`config.mk`:
```
export PLATFORM = sky130hd
export DESIGN_NAME = uxra_top
export DESIGN_NICKNAME = d
export VERILOG_FILES = /design/src/core/uxra_pkg.sv /design/src/core/uxra_chan_regs.sv /design/src/core/uxra_top.sv
export SDC_FILE = /design/constraint.sdc
export NUM_CORES = 1
export LEC_CHECK = 0
export ABC_AREA = 1
export BUFFER_PORTS_ARGS = -buffer_cell sky130_fd_sc_hd__buf_2
export CORE_MARGIN = 5
export CORE_UTILIZATION = 45
export CTS_BUF_LIST = sky130_fd_sc_hd__clkbuf_2
export DETAILED_ROUTE_END_ITERATION = 6
export PLACE_DENSITY = 0.65
export SLEW_MARGIN = 20
export SYNTH_ARGS = -nofsm -noshare
export SYNTH_HDL_FRONTEND = slang
export SYNTH_SLANG_ARGS = --single-unit
```
`constraint.sdc`:
```
create_clock -name clock -period 15.5 [get_ports clock]
set_clock_uncertainty 0.15 [all_clocks]
set_input_delay 0.775 -clock clock [delete_from_list [all_inputs] [get_ports clock]]
set_output_delay 0.775 -clock clock [all_outputs]
set_load 0.005 [all_outputs]
```
`src/core/uxra_pkg.sv`:
```
// Shared constants and types for the extended register access block
package uxra_pkg;
  localparam int NumChan = 4;
  // Register addresses (3-bit)
  localparam logic [2:0] AddrDivLow = 3'h0;
  localparam logic [2:0] AddrDivHigh = 3'h1;
  localparam logic [2:0] AddrEnhanced = 3'h2;
  localparam logic [2:0] AddrLineCtrl = 3'h3;
  localparam logic [2:0] AddrModemCtrl = 3'h4;
  localparam logic [2:0] AddrIntEnable = 3'h1;
  localparam logic [2:0] AddrFifoCtrl = 3'h2;
  localparam logic [2:0] AddrResume1 = 3'h4;
  localparam logic [2:0] AddrResume2 = 3'h5;
  localparam logic [2:0] AddrStop1 = 3'h6;
  localparam logic [2:0] AddrStop2 = 3'h7;
  localparam logic [2:0] AddrThreshold = 3'h6;
  localparam logic [2:0] AddrTrigger = 3'h7;
  localparam logic [2:0] AddrReady = 3'h7;
  // Line control values that open register banks
  localparam logic [7:0] LineEnhancedKey = 8'hbf;
  localparam int LineDivLatchBit = 7;
  // Field positions
  localparam int SleepBit = 4;
  localparam int EnhEnableBit = 4;
  localparam int McrReadyEnBit = 2;
  localparam int McrLoopBit = 4;
  localparam int McrBankBit = 6;
  localparam int McrPrescaleBit = 7;
  localparam int EfrAutoReqBit = 6;
  localparam int FcrTxTrigLo = 4;
  localparam int FcrRxTrigLo = 6;
  // Reset values
  localparam logic [7:0] ResetByte = 8'h00;
  localparam logic [7:0] ResetLineCtrl = 8'h1d;
  localparam logic [15:0] ResetDivisor = 16'h0000;
  // Level unit: one nibble step is four bytes
  localparam int LevelStep = 4;

  // Host bus request
  typedef struct packed {
    logic [NumChan-1:0] chanSelN;
    logic [2:0] addr;
    logic wrStrobe;
    logic rdStrobe;
    logic [7:0] wrData;
  } uxra_bus_t;

  // Per-channel FIFO fill state from the datapath
  typedef struct packed {
    logic [6:0] rxCount;
    logic [6:0] txFree;
    logic rxTimeout;
  } uxra_fifo_t;
endpackage

```
`src/core/uxra_chan_regs.sv`:
```
// One channel's extended register set and read mux
module uxra_chan_regs (
  // Clock and reset
  input wire logic clock,
  input wire logic rst,
  // Decoded access
  input wire logic sel,
  input wire uxra_pkg::uxra_bus_t bus,
  // Register contents
  output logic [7:0] lineCtrl,
  output logic [7:0] modemCtrl,
  output logic [7:0] rdValue,
  output logic [15:0] divisor,
  output logic [7:0] threshold,
  output logic [7:0] trigLevel,
  output logic [7:0] enhCtrl,
  output logic [7:0] intEnable,
  output logic [7:0] fifoCtrl,
  output logic [7:0] stop1,
  output logic [7:0] stop2
);
  logic [7:0] lcr_q, mcr_q, efr_q, ier_q, fcr_q, dll_q, dlh_q;
  logic [7:0] tcr_q, tlr_q, xon1_q, xon2_q, xoff1_q, xoff2_q;
  wire wr = sel && bus.wrStrobe;
  wire keyBank = (lcr_q == uxra_pkg::LineEnhancedKey);
  wire divBank = lcr_q[uxra_pkg::LineDivLatchBit] && !keyBank;
  wire enh = efr_q[uxra_pkg::EnhEnableBit];
  wire tcrBank = !lcr_q[uxra_pkg::LineDivLatchBit] && enh && mcr_q[uxra_pkg::McrBankBit];
  wire sleepOff = !ier_q[uxra_pkg::SleepBit];
  wire [2:0] a = bus.addr;
  wire [7:0] d = bus.wrData;
  // Keep bits when enhanced writes are locked
  wire [7:0] mcrD = enh ? d : {mcr_q[7:5], d[4:0]};
  wire [7:0] ierD = enh ? d : {ier_q[7:4], d[3:0]};
  wire [7:0] fcrD = enh ? d : {d[7:6], fcr_q[5:4], d[3:0]};

  always_ff @(posedge clock or posedge rst) begin
    if (rst) begin
      lcr_q <= uxra_pkg::ResetLineCtrl;
      {mcr_q, efr_q, ier_q, fcr_q} <= {4{uxra_pkg::ResetByte}};
      {dlh_q, dll_q} <= uxra_pkg::ResetDivisor;
      {tcr_q, tlr_q, xon1_q, xon2_q, xoff1_q, xoff2_q} <= {6{uxra_pkg::ResetByte}};
    end else if (wr) begin
      if (a == uxra_pkg::AddrLineCtrl) lcr_q <= d;
      if (keyBank) begin
        if (a == uxra_pkg::AddrEnhanced) efr_q <= d;
        if (a == uxra_pkg::AddrResume1) xon1_q <= d;
        if (a == uxra_pkg::AddrResume2) xon2_q <= d;
        if (a == uxra_pkg::AddrStop1) xoff1_q <= d;
        if (a == uxra_pkg::AddrStop2) xoff2_q <= d;
      end else if (divBank) begin
        if (a == uxra_pkg::AddrDivLow && sleepOff) dll_q <= d;
        if (a == uxra_pkg::AddrDivHigh && sleepOff) dlh_q <= d;
      end else begin
        if (a == uxra_pkg::AddrModemCtrl) mcr_q <= mcrD;
        if (a == uxra_pkg::AddrIntEnable) ier_q <= ierD;
        if (a == uxra_pkg::AddrFifoCtrl) fcr_q <= fcrD;
        if (a == uxra_pkg::AddrThreshold && tcrBank) tcr_q <= d;
        if (a == uxra_pkg::AddrTrigger && tcrBank) tlr_q <= d;
      end
    end
  end

  // Read mux for this channel's banked registers
  always_comb begin
    rdValue = uxra_pkg::ResetByte;
    case (a)
      3'h0: rdValue = divBank ? dll_q : uxra_pkg::ResetByte;
      3'h1: rdValue = divBank ? dlh_q : (keyBank ? uxra_pkg::ResetByte : ier_q);
      3'h2: rdValue = keyBank ? efr_q : uxra_pkg::ResetByte;
      3'h3: rdValue = lcr_q;
      3'h4: rdValue = keyBank ? xon1_q : mcr_q;
      3'h5: rdValue = keyBank ? xon2_q : uxra_pkg::ResetByte;
      3'h6: rdValue = keyBank ? xoff1_q : (tcrBank ? tcr_q : uxra_pkg::ResetByte);
      3'h7: rdValue = keyBank ? xoff2_q : (tcrBank ? tlr_q : uxra_pkg::ResetByte);
      default: rdValue = uxra_pkg::ResetByte;
    endcase
  end

  assign lineCtrl = lcr_q;
  assign modemCtrl = mcr_q;
  assign divisor = {dlh_q, dll_q};
  assign threshold = tcr_q;
  assign trigLevel = tlr_q;
  assign enhCtrl = efr_q;
  assign intEnable = ier_q;
  assign fifoCtrl = fcr_q;
  assign stop1 = xoff1_q;
  assign stop2 = xoff2_q;
endmodule

```
`src/core/uxra_top.sv`:
```
// Extended register access for a four-channel UART, host bus side
//
// Operation
// - Divisor is 16 bits, kept in a low byte and a high byte.
// - Divisor bytes accept writes only while sleep enable is clear.
// - Flow threshold upper nibble is resume level, lower nibble halt level.
// - Threshold level in bytes is four times the nibble, 0 to 60.
// - Flow threshold writable only with enhanced enable and modem bit 6 set.
// - Trigger register: receive level upper nibble, transmit level lower nibble.
// - Trigger levels 4 to 60 in steps of four, nibble is level/4.
// - Trigger register writable only with enhanced enable and modem bit 6.
// - A zero trigger nibble falls back to the FIFO control selection.
// - Ready upper bits: receive count above trigger, or time-out.
// - Ready lower bits: transmit free space at least the trigger level.
// - Ready status at address 7 with any select low, bit 2 set, no loop-back, line control not BF.
// - Under line control BF, stop chars at 6/7, resume chars at 4/5.
// - Enhanced feature register reachable at 2 only under line control BF.
// - Modem bit 7 selects divide-by-4 prescaler, needs enhanced enable.
// - Enhanced enable clear locks upper INTERRUPT_ENABLE, FIFO_CONTROL 5:4 and MODEM_CONTROL 7:5.
// - Auto request goes high at halt level, low at resume level.
module uxra_top #(
  parameter int NumChan = uxra_pkg::NumChan
) (
  // Clock and reset
  input wire logic clock,
  input wire logic rst,
  // Host register bus
  input wire uxra_pkg::uxra_bus_t bus,
  output logic [7:0] rdData,
  // FIFO state per channel
  input wire uxra_pkg::uxra_fifo_t [NumChan-1:0] fifo,
  // Per-channel configuration out
  output logic [NumChan-1:0][15:0] divisorOut,
  output logic [NumChan-1:0] prescaleDiv4,
  output logic [NumChan-1:0][6:0] rxTrigBytes,
  output logic [NumChan-1:0][6:0] txTrigBytes,
  output logic [NumChan-1:0][6:0] haltBytes,
  output logic [NumChan-1:0][6:0] resumeBytes,
  output logic [NumChan-1:0] reqToSendPin
);
  // Nibble to byte count, used for threshold levels and nonzero trigger nibbles
  function automatic logic [6:0] nibBytes(input logic [3:0] n);
    return {1'b0, n, 2'b00};
  endfunction

  // FIFO control trigger selections, two bits each
  function automatic logic [6:0] fcrRxLevel(input logic [1:0] s);
    case (s)
      2'h0: return 7'h08;
      2'h1: return 7'h10;
      2'h2: return 7'h38;
      default: return 7'h3c;
    endcase
  endfunction
  function automatic logic [6:0] fcrTxLevel(input logic [1:0] s);
    case (s)
      2'h0: return 7'h08;
      2'h1: return 7'h10;
      2'h2: return 7'h20;
      default: return 7'h38;
    endcase
  endfunction

  logic [NumChan-1:0][7:0] chRd, chLcr, chMcr, chTcr, chTlr, chEfr, chFcr;
  logic [NumChan-1:0][15:0] chDiv;
  logic [NumChan-1:0][6:0] rxTrig, txTrig, halt, resume;
  logic [NumChan-1:0] rxRdy, txRdy, rts_d;
  logic [NumChan-1:0] rts_q, pre_q;
  logic [NumChan-1:0][15:0] div_q;
  logic [NumChan-1:0][6:0] rxT_q, txT_q, halt_q, res_q;
  logic [7:0] rd_q;
  wire [NumChan-1:0] selN = bus.chanSelN;

  for (genvar c = 0; c < NumChan; c++) begin : g_ch
    uxra_chan_regs u_regs (
      .clock(clock),
      .rst(rst),
      .sel(!selN[c]),
      .bus(bus),
      .lineCtrl(chLcr[c]),
      .modemCtrl(chMcr[c]),
      .rdValue(chRd[c]),
      .divisor(chDiv[c]),
      .threshold(chTcr[c]),
      .trigLevel(chTlr[c]),
      .enhCtrl(chEfr[c]),
      .intEnable(),
      .fifoCtrl(chFcr[c]),
      .stop1(),
      .stop2()
    );
    assign halt[c] = nibBytes(chTcr[c][3:0]);
    assign resume[c] = nibBytes(chTcr[c][7:4]);
    assign rxTrig[c] = (chTlr[c][7:4] == 4'h0)
        ? fcrRxLevel(chFcr[c][uxra_pkg::FcrRxTrigLo +: 2])
        : nibBytes(chTlr[c][7:4]);
    assign txTrig[c] = (chTlr[c][3:0] == 4'h0)
        ? fcrTxLevel(chFcr[c][uxra_pkg::FcrTxTrigLo +: 2])
        : nibBytes(chTlr[c][3:0]);
    assign rxRdy[c] = (fifo[c].rxCount > rxTrig[c]) || fifo[c].rxTimeout;
    assign txRdy[c] = (fifo[c].txFree >= txTrig[c]);
    // Hysteresis holds the pin between the two levels
    assign rts_d[c] = !chEfr[c][uxra_pkg::EfrAutoReqBit] ? 1'b0
        : (fifo[c].rxCount >= halt[c]) ? 1'b1
        : (fifo[c].rxCount <= resume[c]) ? 1'b0
        : rts_q[c];
  end

  // First selected channel answers reads; ready view overrides at address 7
  logic [7:0] chanRd;
  logic anyReady;
  always_comb begin
    chanRd = 8'h00;
    anyReady = 1'b0;
    for (int c = NumChan - 1; c >= 0; c--) begin
      if (!selN[c]) begin
        chanRd = chRd[c];
        // Ready view ignores the bank bit, so it wins over the trigger register
        anyReady = chMcr[c][uxra_pkg::McrReadyEnBit] && !chMcr[c][uxra_pkg::McrLoopBit]
            && (chLcr[c] != uxra_pkg::LineEnhancedKey);
      end
    end
  end
  wire readyView = anyReady && (bus.addr == uxra_pkg::AddrReady);
  wire [7:0] readyByte = {4'(rxRdy), 4'(txRdy)};
  wire [7:0] rd_d = !bus.rdStrobe ? rd_q : (readyView ? readyByte : chanRd);

  always_ff @(posedge clock or posedge rst) begin
    if (rst) begin
      rd_q <= 8'h00;
      rts_q <= '0;
      pre_q <= '0;
      div_q <= '0;
      rxT_q <= '0;
      txT_q <= '0;
      halt_q <= '0;
      res_q <= '0;
    end else begin
      rd_q <= rd_d;
      rts_q <= rts_d;
      for (int c = 0; c < NumChan; c++) begin
        pre_q[c] <= chMcr[c][uxra_pkg::McrPrescaleBit];
      end
      div_q <= chDiv;
      rxT_q <= rxTrig;
      txT_q <= txTrig;
      halt_q <= halt;
      res_q <= resume;
    end
  end

  assign rdData = rd_q;
  assign reqToSendPin = rts_q;
  assign prescaleDiv4 = pre_q;
  assign divisorOut = div_q;
  assign rxTrigBytes = rxT_q;
  assign txTrigBytes = txT_q;
  assign haltBytes = halt_q;
  assign resumeBytes = res_q;
endmodule

```
Yosys cells after proc, flatten, opt, wreduce, memory -nomap -nowiden:

Cells that the tools add are included.

* input port bits: 79
* register bits after elaboration: 584
* output and inout port bits: 192
* word-level logic and storage cells: 376

* mux-type cells: 81
* reductions and logical operators: 146
* bitwise operators: 8
* $lt $le $gt $ge: 16
* equal/unequal tests: 35

Operator list (number)
* 8-bit 2-to-1 mux: 45
* 8-bit one-hot mux with 8 select lines: 4
* 6-bit one-hot mux with 3 select lines: 8
* 4-bit AND reduction: 28
* 3-bit AND reduction: 20
* 5-bit AND reduction: 12
* 7-bit 2-to-1 mux: 8
* 1-bit logical AND: 41
* 8-bit == test, second input constant: 4
* 4-bit zero test: 8
* 8-bit != test, second input constant: 4
* 7-bit by 6-bit greater-or-equal comparator with 1-bit output: 4
* 7-bit greater-or-equal comparator: 4
* 7-bit > comparator: 4
* 7-bit by 6-bit less-or-equal comparator with 1-bit output: 4
* 1-bit zero test: 20
* 2-bit by 1-bit == test with 1-bit output, second input constant: 8
* 2-bit == test, second input constant: 8
* 2-bit zero test: 8
* 1-bit 2-to-1 mux: 16
* 3-bit == test, second input constant: 4
* 3-bit != test, second input constant: 4
* 1-bit inverter: 8
* 2-bit AND reduction: 4
* other kinds (4): 8

Depth between registers and ports, before layout:

Gate-level depths: netlist of run 1.

* word-level depth: 11
* depth in mapped cells: 17
* mapped depth without buffers: 16

By module:

A second synthesis of run 1 with hierarchy kept.

* cells, all modules: 3242
* area total of the unflattened synthesis: 27194.8 sq um

Modules (own cells, without submodules)
* uxra_chan_regs: seq. area each 2607.5 sq um, cells an instance 624, area each 5023.6 sq um, instances 4
* uxra_top: seq. area each 3603.5 sq um, cells an instance 746, area each 7100.6 sq um, instances 1

Worst setup path before layout of run 1:

No wires, ideal clock.

* path type: flip-flop to flip-flop
* start: reg g_ch[0].u_regs.tlr_q[6]
* end: reg rd_q[4], in the netlist rdData[4]
* cell stages (with the launch flop): 15
* path buffers: 0
* period minus slack after synthesis: 2.344 ns
* data arrival time: 2.077 ns
* setup time: 0.116 ns
* required time: 15.234 ns
* slack: 13.156 ns
* cell sequence: dfrtp_1 nor4_1 inv_1 o21ai_0 inv_1 ha_1 nand2_1 nor4_1 a21oi_1 nor2_1 nand2_1 o21ai_0 inv_1 nand2_1 nand2_1

RTL lines
* start: declaration: line uxra_chan_regs.sv:23 `logic [7:0] tcr_q, tlr_q, xon1_q, xon2_q, xoff1_q, xoff2_q;`
* start signal: assignment: line uxra_chan_regs.sv:42 `{tcr_q, tlr_q, xon1_q, xon2_q, xoff1_q, xoff2_q} <= {6{uxra_pkg::ResetByte}};`
* end signal: assignment: line uxra_top.sv:139 `rd_q <= rd_d;`
* end: declaration: line uxra_top.sv:71 `logic [7:0] rd_q;`

Final worst setup path of run 1:

* start: reg g_ch[1].u_regs.lcr_q[7]
* end: reg rd_q[4], in the netlist rdData[4]

* longest elaborated chain between the ends: 9
* elaborated cells between the ends (all ways): 25
* those cells by class: 2 x eq/ne; 16 x mux; 7 x reduce/logical

Ends and longest elaborated chain
* start: declaration: line uxra_chan_regs.sv:22 `logic [7:0] lcr_q, mcr_q, efr_q, ier_q, fcr_q, dll_q, dlh_q;`
* start signal: assignment: line uxra_chan_regs.sv:39 `lcr_q <= uxra_pkg::ResetLineCtrl;`
* parallel branches: the longest is 8 deep, another holds 8-bit == test
* 8-bit 2-to-1 mux *: line uxra_top.sv:126 `wire [7:0] rd_d = !bus.rdStrobe ? rd_q : (readyView ? readyByte : chanRd);`

Every way passes the cells marked *.
A chain may end at the register's enable or synchronous reset.

==> run_results.csv, run 1 <==
group,metric,value,unit
route,ant_nets,0,
route,drcViolationCount,0,
power_and_ir_drop,p_leak,0.0149,µW
floorplan,die_area,61500,µm²
floorplan,core-area,56300,µm²
clock_tree,cts_made_buffers,141,
clock_tree,cts_tree,"yes",
synthesis,synth_edf_count,0,
synthesis,ys_seq_elements,544,
power_and_ir_drop,ir_drop,0.0000760,V
grt,busiest_layer,"met2",
critical_path,reg2reg_depth,18,
floorplan,ioPinCount,271,
grt,gr-usage-met2,0.389,
power_and_ir_drop,p_int,2060,µW
floorplan,rows,87,
timing,worstMarginPinSlew,1120,ps
floorplan,fp.dieW,248,µm
timing,finalCritPeriodShare,0.317,
clock_tree,cts-root-buf,"clkbuf_2",
synthesis,synth_cells,3098,
outcome,outcome,"completed",
floorplan,die_height,248,µm
clock_tree,clk_path_buf_depth,3,
grt,use_met3,0.0691,
power_and_ir_drop,clkPwrFrac,0.331,
clock_tree,clkLatencyLatePin,1370,ps
route,vias,21802,
timing,fmax,204,MHz
timing,rsz0062_at_grt,"no",
placed_design,dp_slack,11610,ps
synthesis,synth_area_per_cell,8.22,µm²
power_and_ir_drop,power.switching,958,µW
critical_path,path_max_fanout,27,
grt,grt_pass1_wl,123,mm
clock_tree,postCtsSetupBuffers,0,
critical_path,critPathCapture,"rdData[4]",
timing,finalHoldViolations,0,
min_path,hold_path_class,"input port to flip-flop",
clock_tree,cts_resized,0,
route,viasPerCell,5.13,
clock_tree,htree_levels,4,
cells_and_area,drive_gt1_frac,0.147,
power_and_ir_drop,comb_power_share,0.129,
route,routed_wl,80.2,mm
synthesis,seq_area_frac_synth,0.535,
clock_tree,cts_hold_buf,55,
power_and_ir_drop,seqPwrFrac,0.540,
power_and_ir_drop,p_per_area,105,nW/µm²
grt,grt_max_degree,174,
grt,track_usage,0.261,
grt,grt_overflow,0,
floorplan,initial_core_util,0.453,
critical_path,endpoint_kind,"flip-flop",
synthesis,async_flop_share,1.00,
critical_path,startpoint,"g_ch[1].u_regs.lineCtrl[7]",
timing,maxSlewViolCount,0,
placed_design,routabilityCongestion,0.943,
power_and_ir_drop,swShare,0.317,
cells_and_area,area_delta_synth_final,12.5,%
critical_path,r2r_end,"rdData[4]",
critical_path,start_kind,"flip-flop",
route,drt-pass1-iter-count,6,
placed_design,port_buffers,222,
timing,setup-violations-final,0,
timing,max_slew_margin,0.254,
timing,period_minus_slack,4910,ps
route,drt-initial-drc-count,2185,
synthesis,synth.cell_area,25500,µm²
critical_path,reg2reg_slack,10590,ps
grt,antenna_found_initial,4,
cells_and_area,layout_common_cells,"1035 x nand2_1, 528 x dfrtp_1, 454 x o21ai_0, 270 x inv_1, 222 x buf_2",
synthesis,yosysUniqueCellTypes,41,
cells_and_area,nets,3549,
cells_and_area,final_common_cell,"nand2_1",
grt,grt_pass1_vias,21259,
placed_design,dp_hpwl,52.5,mm
critical_path,setup.worst_path.class,"flip-flop to flip-flop",
synthesis,ys.flop_type,"dfrtp_1",
critical_path,required,16620,ps
run,cap_violations,0,
grt,gr-usage-met1,0.369,
timing,setup_ws,10590,ps
timing,fin_tns_setup,0,ps
clock_tree,cts_sinks,544,
critical_path,cp.arrival,6030,ps
synthesis,yosysWarnings,0,
critical_path,r2r-start,"g_ch[1].u_regs.lineCtrl[7]",
clock_tree,clk_pin_slew_worst_paths,100,ps
route,drt-wirelength-per-cell,18.9,µm
cell families (layout without fill, tap and decap cells):
group           after synthesis  after routing  synth area share
compound gates              579            579             0.116
buf+inv                     480            825            0.0832
other cells                   1             50          0.000147
simple gates               1413           1413             0.226
mux                           5              5           0.00197
fa+ha+maj                    76             76            0.0373
flops                       544            544             0.535
registers in the layout, summed over array words and instances (netlist names), 32 cells and up:
register	count
divisorOut	64
g_ch.u_regs.dlh_q	32
g_ch.u_regs.dll_q	32
g_ch.u_regs.enhCtrl	32
g_ch.u_regs.intEnable	32
g_ch.u_regs.lineCtrl	32
g_ch.u_regs.modemCtrl	32
g_ch.u_regs.stop1	32
g_ch.u_regs.stop2	32
g_ch.u_regs.threshold	32
g_ch.u_regs.trigLevel	32
g_ch.u_regs.xon1_q	32
g_ch.u_regs.xon2_q	32
worst min path at each step:
stage                                            from                          end  depth (start not counted)
after detailed placement  g_ch[1].u_regs.threshold[5]              resumeBytes[10]                          0
after global placement    g_ch[1].u_regs.threshold[5]              resumeBytes[10]                          0
after global routing                           bus[2]  g_ch[2].u_regs.intEnable[2]                          4
after floorplan               g_ch[1].u_regs.dlh_q[7]               divisorOut[31]                          0
final                                          bus[2]  g_ch[2].u_regs.intEnable[2]                          4
after CTS                                      bus[2]      g_ch[2].u_regs.dlh_q[2]                          4
worst max-delay path, cell delays in order, from the launching register on:
cell and delay, ps:
dfrtp_1 670, nand2_1 130, nor2_2 460, nand2_2 520, nand2_1 260, nor2_2 100
nand2_1 100, nand2_1 50, inv_1 100, nand3_1 110, nand2_1 80, clkinv_1 110
nand2_1 110, dlygate4sd3_1 590, nand2_1 60, dlygate4sd3_1 560, nand2_1 70, dlygate4sd3_1 550
nand2_1 50
cell usage after synthesis, types with 3 or more instances:
master / instances / area share
nand2_1: 1035 / 0.15
dfrtp_1: 528 / 0.52
o21ai_0: 454 / 0.089
inv_1: 275 / 0.041
nor2_1: 171 / 0.025
nand3_1: 110 / 0.022
clkbuf_1: 81 / 0.012
a21oi_1: 76 / 0.015
ha_1: 76 / 0.037
buf_4: 67 / 0.020
buf_2: 34 / 0.0067
nand4_1: 19 / 0.0047
o21ai_1: 19 / 0.0037
nor3_1: 18 / 0.0035
dfstp_2: 16 / 0.017
nor2_2: 16 / 0.0039
inv_2: 14 / 0.0021
nand3b_1: 13 / 0.0038
nor4_1: 11 / 0.0027
a31oi_1: 9 / 0.0022
nand2_2: 7 / 0.0017
o211ai_1: 6 / 0.0018
a21boi_0: 5 / 0.0015
clkinv_1: 5 / 0.00074
mux2i_1: 5 / 0.0020
nor2_4: 5 / 0.0022
buf_6: 3 / 0.0013
nand3_2: 3 / 0.0012
o21bai_1: 3 / 0.00088
o22ai_1: 3 / 0.00074
power groups by stage:
stage	combinational [µW]	clock, µW	sequential (µW)
final	390	1000	1630
after global routing	444	1100	1650
after CTS	390	1030	1630
after detailed placement	377	0	1650
after global placement	370	0	1660
after floorplan	238	0	1630
through the flow:
step	instance area [µm²]	util	power, µW	instances	hold WS [ps]
6_report	28600	0.509	3020	4248	199
5_1_grt	28600	0.509	3200	4247	82.0
4_1_cts	28600	0.509	3050	4246	11.6
3_5_place_dp	26800	0.477	2030	3952	236
3_3_place_gp	26800	0.477	2030	3952	233
2_1_floorplan	25600	-	1870	3145	219
layer usage:
metal,share of wire,vias to the layer above
li1,-,10448
met1,0.44,10211
met2,0.44,966
met3,0.092,171
met4,0.032,6
met5,0.00065,-
cell type report:
cell class,count,area (µm²)
diodes,2,5.00
fillers,5490,27600
multi-input cells,2121,9890
clock inverters,49,300
flip-flops and latches,544,13600
well taps,756,946
clock buffers,190,951
repair buffers,292,1810
inverters,294,1110
(Power assumes the default switching activity.)
==> inputs of run 2 (changes only) <==
Settings changed: ABC_AREA 1 to 0, PLACE_DENSITY 0.65 to 0.63.
Clock period 15.5 ns to 4.9 ns, I/O delays scaled along.
==> run_results.csv, run 2 <==
group,metric,value,unit
synthesis,synth_edf_count,0,
critical_path,r2r_end,"rdData[6]",
floorplan,ioPinCount,271,
clock_tree,htree_levels,4,
synthesis,yosysUniqueCellTypes,84,
cells_and_area,largest_register_ffs,64,
floorplan,core-area,56100,µm²
route,routed_wl,80.6,mm
power_and_ir_drop,p_leak,0.0143,µW
grt,antenna_found_initial,1,
synthesis,yosysTopAreaCell,"dfrtp_1",
synthesis,synth.cell_area,25300,µm²
synthesis,ys.flop_type,"dfrtp_1",
route,vias,19028,
critical_path,start_kind,"flip-flop",
placed_design,dp_hpwl,54.0,mm
grt,grt_pass1_wl,121,mm
timing,finalHoldViolations,0,
synthesis,yosysMostFrequentCell,"dfrtp_1",
timing,finalCritPeriodShare,0.932,
critical_path,slowest_delay,690,ps
critical_path,cp.arrival,5580,ps
critical_path,reg2reg_depth,10,
cells_and_area,final_util,0.523,
clock_tree,cts-root-buf,"clkbuf_2",
floorplan,fp.dieW,247,µm
grt,grt_max_degree,136,
power_and_ir_drop,ir_drop,0.000175,V
route,viasPerCell,5.76,
timing,fin_tns_setup,0,ps
synthesis,synth_area_per_cell,12.2,µm²
cells_and_area,final_common_cell,"dfrtp_1",
route,drt-pass1-iter-count,7,
clock_tree,cts_tree,"yes",
critical_path,r2r-start,"g_ch[3].u_regs.lineCtrl[7]",
timing,max_slew_margin,0.240,
floorplan,die_area,61200,µm²
synthesis,yosys-top-cells-count,"528 x dfrtp_1, 403 x mux2_2, 116 x nand2_1",
critical_path,endpoint_kind,"flip-flop",
synthesis,async_flop_share,1.00,
critical_path,crit_slowest_cell,"dlygate4sd3_1",
critical_path,crit_chain,"nand4b_4, nor2_2, buf_4, or4_1, a311o_2, nor4_1, dlygate4sd3_1, a21oi_1, o21a_1, dlygate4sd3_1",
placed_design,port_buffers,222,
synthesis,seq_area_frac_synth,0.538,
timing,worstMarginPinSlew,1140,ps
clock_tree,clk_path_buf_depth,3,
outcome,outcome,"finished with violations",
cells_and_area,area_delta_synth_final,15.6,%
synthesis,synth_cells,2081,
critical_path,required,5910,ps
grt,grt_overflow,0,
critical_path,crit_buf_inv,3,
route,drt-wirelength-per-cell,24.4,µm
cells_and_area,nFillCells,4956,
critical_path,crit_family,"buffers and inverters",
synthesis,ys_seq_elements,544,
floorplan,initial_core_util,0.452,
power_and_ir_drop,p_per_area,335,nW/µm²
route,ant_nets,0,
cells_and_area,layout_common_cells,"528 x dfrtp_1, 403 x mux2_2, 222 x buf_2, 207 x clkbuf_2, 116 x nand2_1",
floorplan,die_height,247,µm
route,drcViolationCount,1,
placed_design,place_inst,2972,
grt,grt_pass1_vias,19298,
outcome,violations,"design-rule violations",
critical_path,setup.worst_path.class,"flip-flop to flip-flop",
cells_and_area,stdcell_count,3305,
cells_and_area,nets,2607,
critical_path,path_max_fanout,15,
clock_tree,cts_made_buffers,140,
grt,track_usage,0.262,
synthesis,yosysWarnings,0,
timing,setup-violations-final,0,
synthesis,yosys-top-cells-area,"dfrtp_1 52%, mux2_2 18%, ha_1 3.8%",
cells_and_area,drive_gt1_frac,0.370,
clock_tree,cts_resized,0,
critical_path,cpMostUsedCell,"dlygate4sd3_1",
timing,rsz0062_at_grt,"no",
timing,fmax,219,MHz
floorplan,rows,87,
route,drt-initial-drc-count,1691,
timing,period_minus_slack,4570,ps
placed_design,routabilityCongestion,0.952,
clock_tree,clk_pin_slew_worst_paths,110,ps
clock_tree,cts_sinks,544,
clock_tree,clkLatencyLatePin,1300,ps
min_path,hold_path_class,"input port to asynchronous set/reset pin",
run,cap_violations,0,
timing,maxSlewViolCount,0,
synthesis,yosysTopAreaCellShare,0.521,
critical_path,reg2reg_slack,330,ps
==> run 2: layout make-up <==
cell class / instances / area (µm²) / share of cell area
sequential: 544 / 13600 / 0.465
tap: 756 / 946 / 0.0323
timing repair buffer: 360 / 2430 / 0.0830
antenna: 2 / 5.00 / 0.000171
clock buffer: 207 / 1040 / 0.0353
inverter: 87 / 330 / 0.0113
multi-input combinational: 1319 / 10700 / 0.365
clock inverter: 30 / 240 / 0.00820
==> run 2: through the flow <==
step | hold WS (ps) | total power, µW | setup slack [ps] | cell area [µm²]
6_report | 133 | 9830 | 331 | 29300
2_1_floorplan | 204 | 6050 | -2880 | 25500
5_1_grt | 69.7 | 10300 | 174 | 29300
3_5_place_dp | 227 | 6660 | 1220 | 27100
4_1_cts | 2.37 | 9930 | 309 | 29300
3_3_place_gp | 218 | 6620 | 1050 | 27100
==> run 2: repair_timing <==
action / CTS / global route
hold buffers: 94 / 0
setup buffers: 0 / 0
hold endpoints to repair: 953 / 0
setup endpoints to repair: 0 / 0
==> run 2: cells by family after synthesis <==
group / Yosys count / share of synthesized area
buffers and inverters: 265 / 0.0488
other: 1 / 0.000148
DFF: 544 / 0.538
adders and majority gates: 76 / 0.0375
muxes: 437 / 0.194
and+or+nand+nor: 366 / 0.0740
AOI/OAI and AO/OA: 392 / 0.108
==> run 2: power by group <==
| group | internal (µW) | switching (µW) | total (µW) |
|---|---|---|---|
| registers | 4930 | 347 | 5280 |
| logic | 616 | 745 | 1360 |
| clock network | 1330 | 1860 | 3190 |
| total | 6880 | 2950 | 9830 |
==> run 2: metal layers <==
layer | vias to the layer above | GRT usage | part of all wire
li1 | 8297 | - | -
met4 | 0 | 0.0867 | 0.028
met2 | 843 | 0.403 | 0.46
met3 | 154 | 0.0692 | 0.084
met1 | 9734 | 0.366 | 0.43
met5 | - | 0 | 0
==> run 2: worst max path at each step <==
stage | from | endpoint | slack [ps] | cells after the start
after global routing | g_ch[3].u_regs.lineCtrl[7] | rdData[7] | 170 | 10
after CTS | g_ch[3].u_regs.lineCtrl[7] | rdData[6] | 310 | 10
final | g_ch[3].u_regs.lineCtrl[7] | rdData[6] | 330 | 10
after floorplan | rst | divisorOut[0] | -2880 | 1
after detailed placement | g_ch[3].u_regs.lineCtrl[7] | rdData[6] | 1220 | 8
after global placement | g_ch[0].u_regs.lineCtrl[7] | rdData[2] | 1050 | 6
==> run 2: worst register-to-register path: cells and delay by family, from the launching register on <==
kind | cells | cell delay [ps]
AO/OA/AOI/OAI | 3 | 870
buffers and inverters | 3 | 1430
flip-flops | 1 | 670
AND/OR/NAND/NOR | 4 | 1340
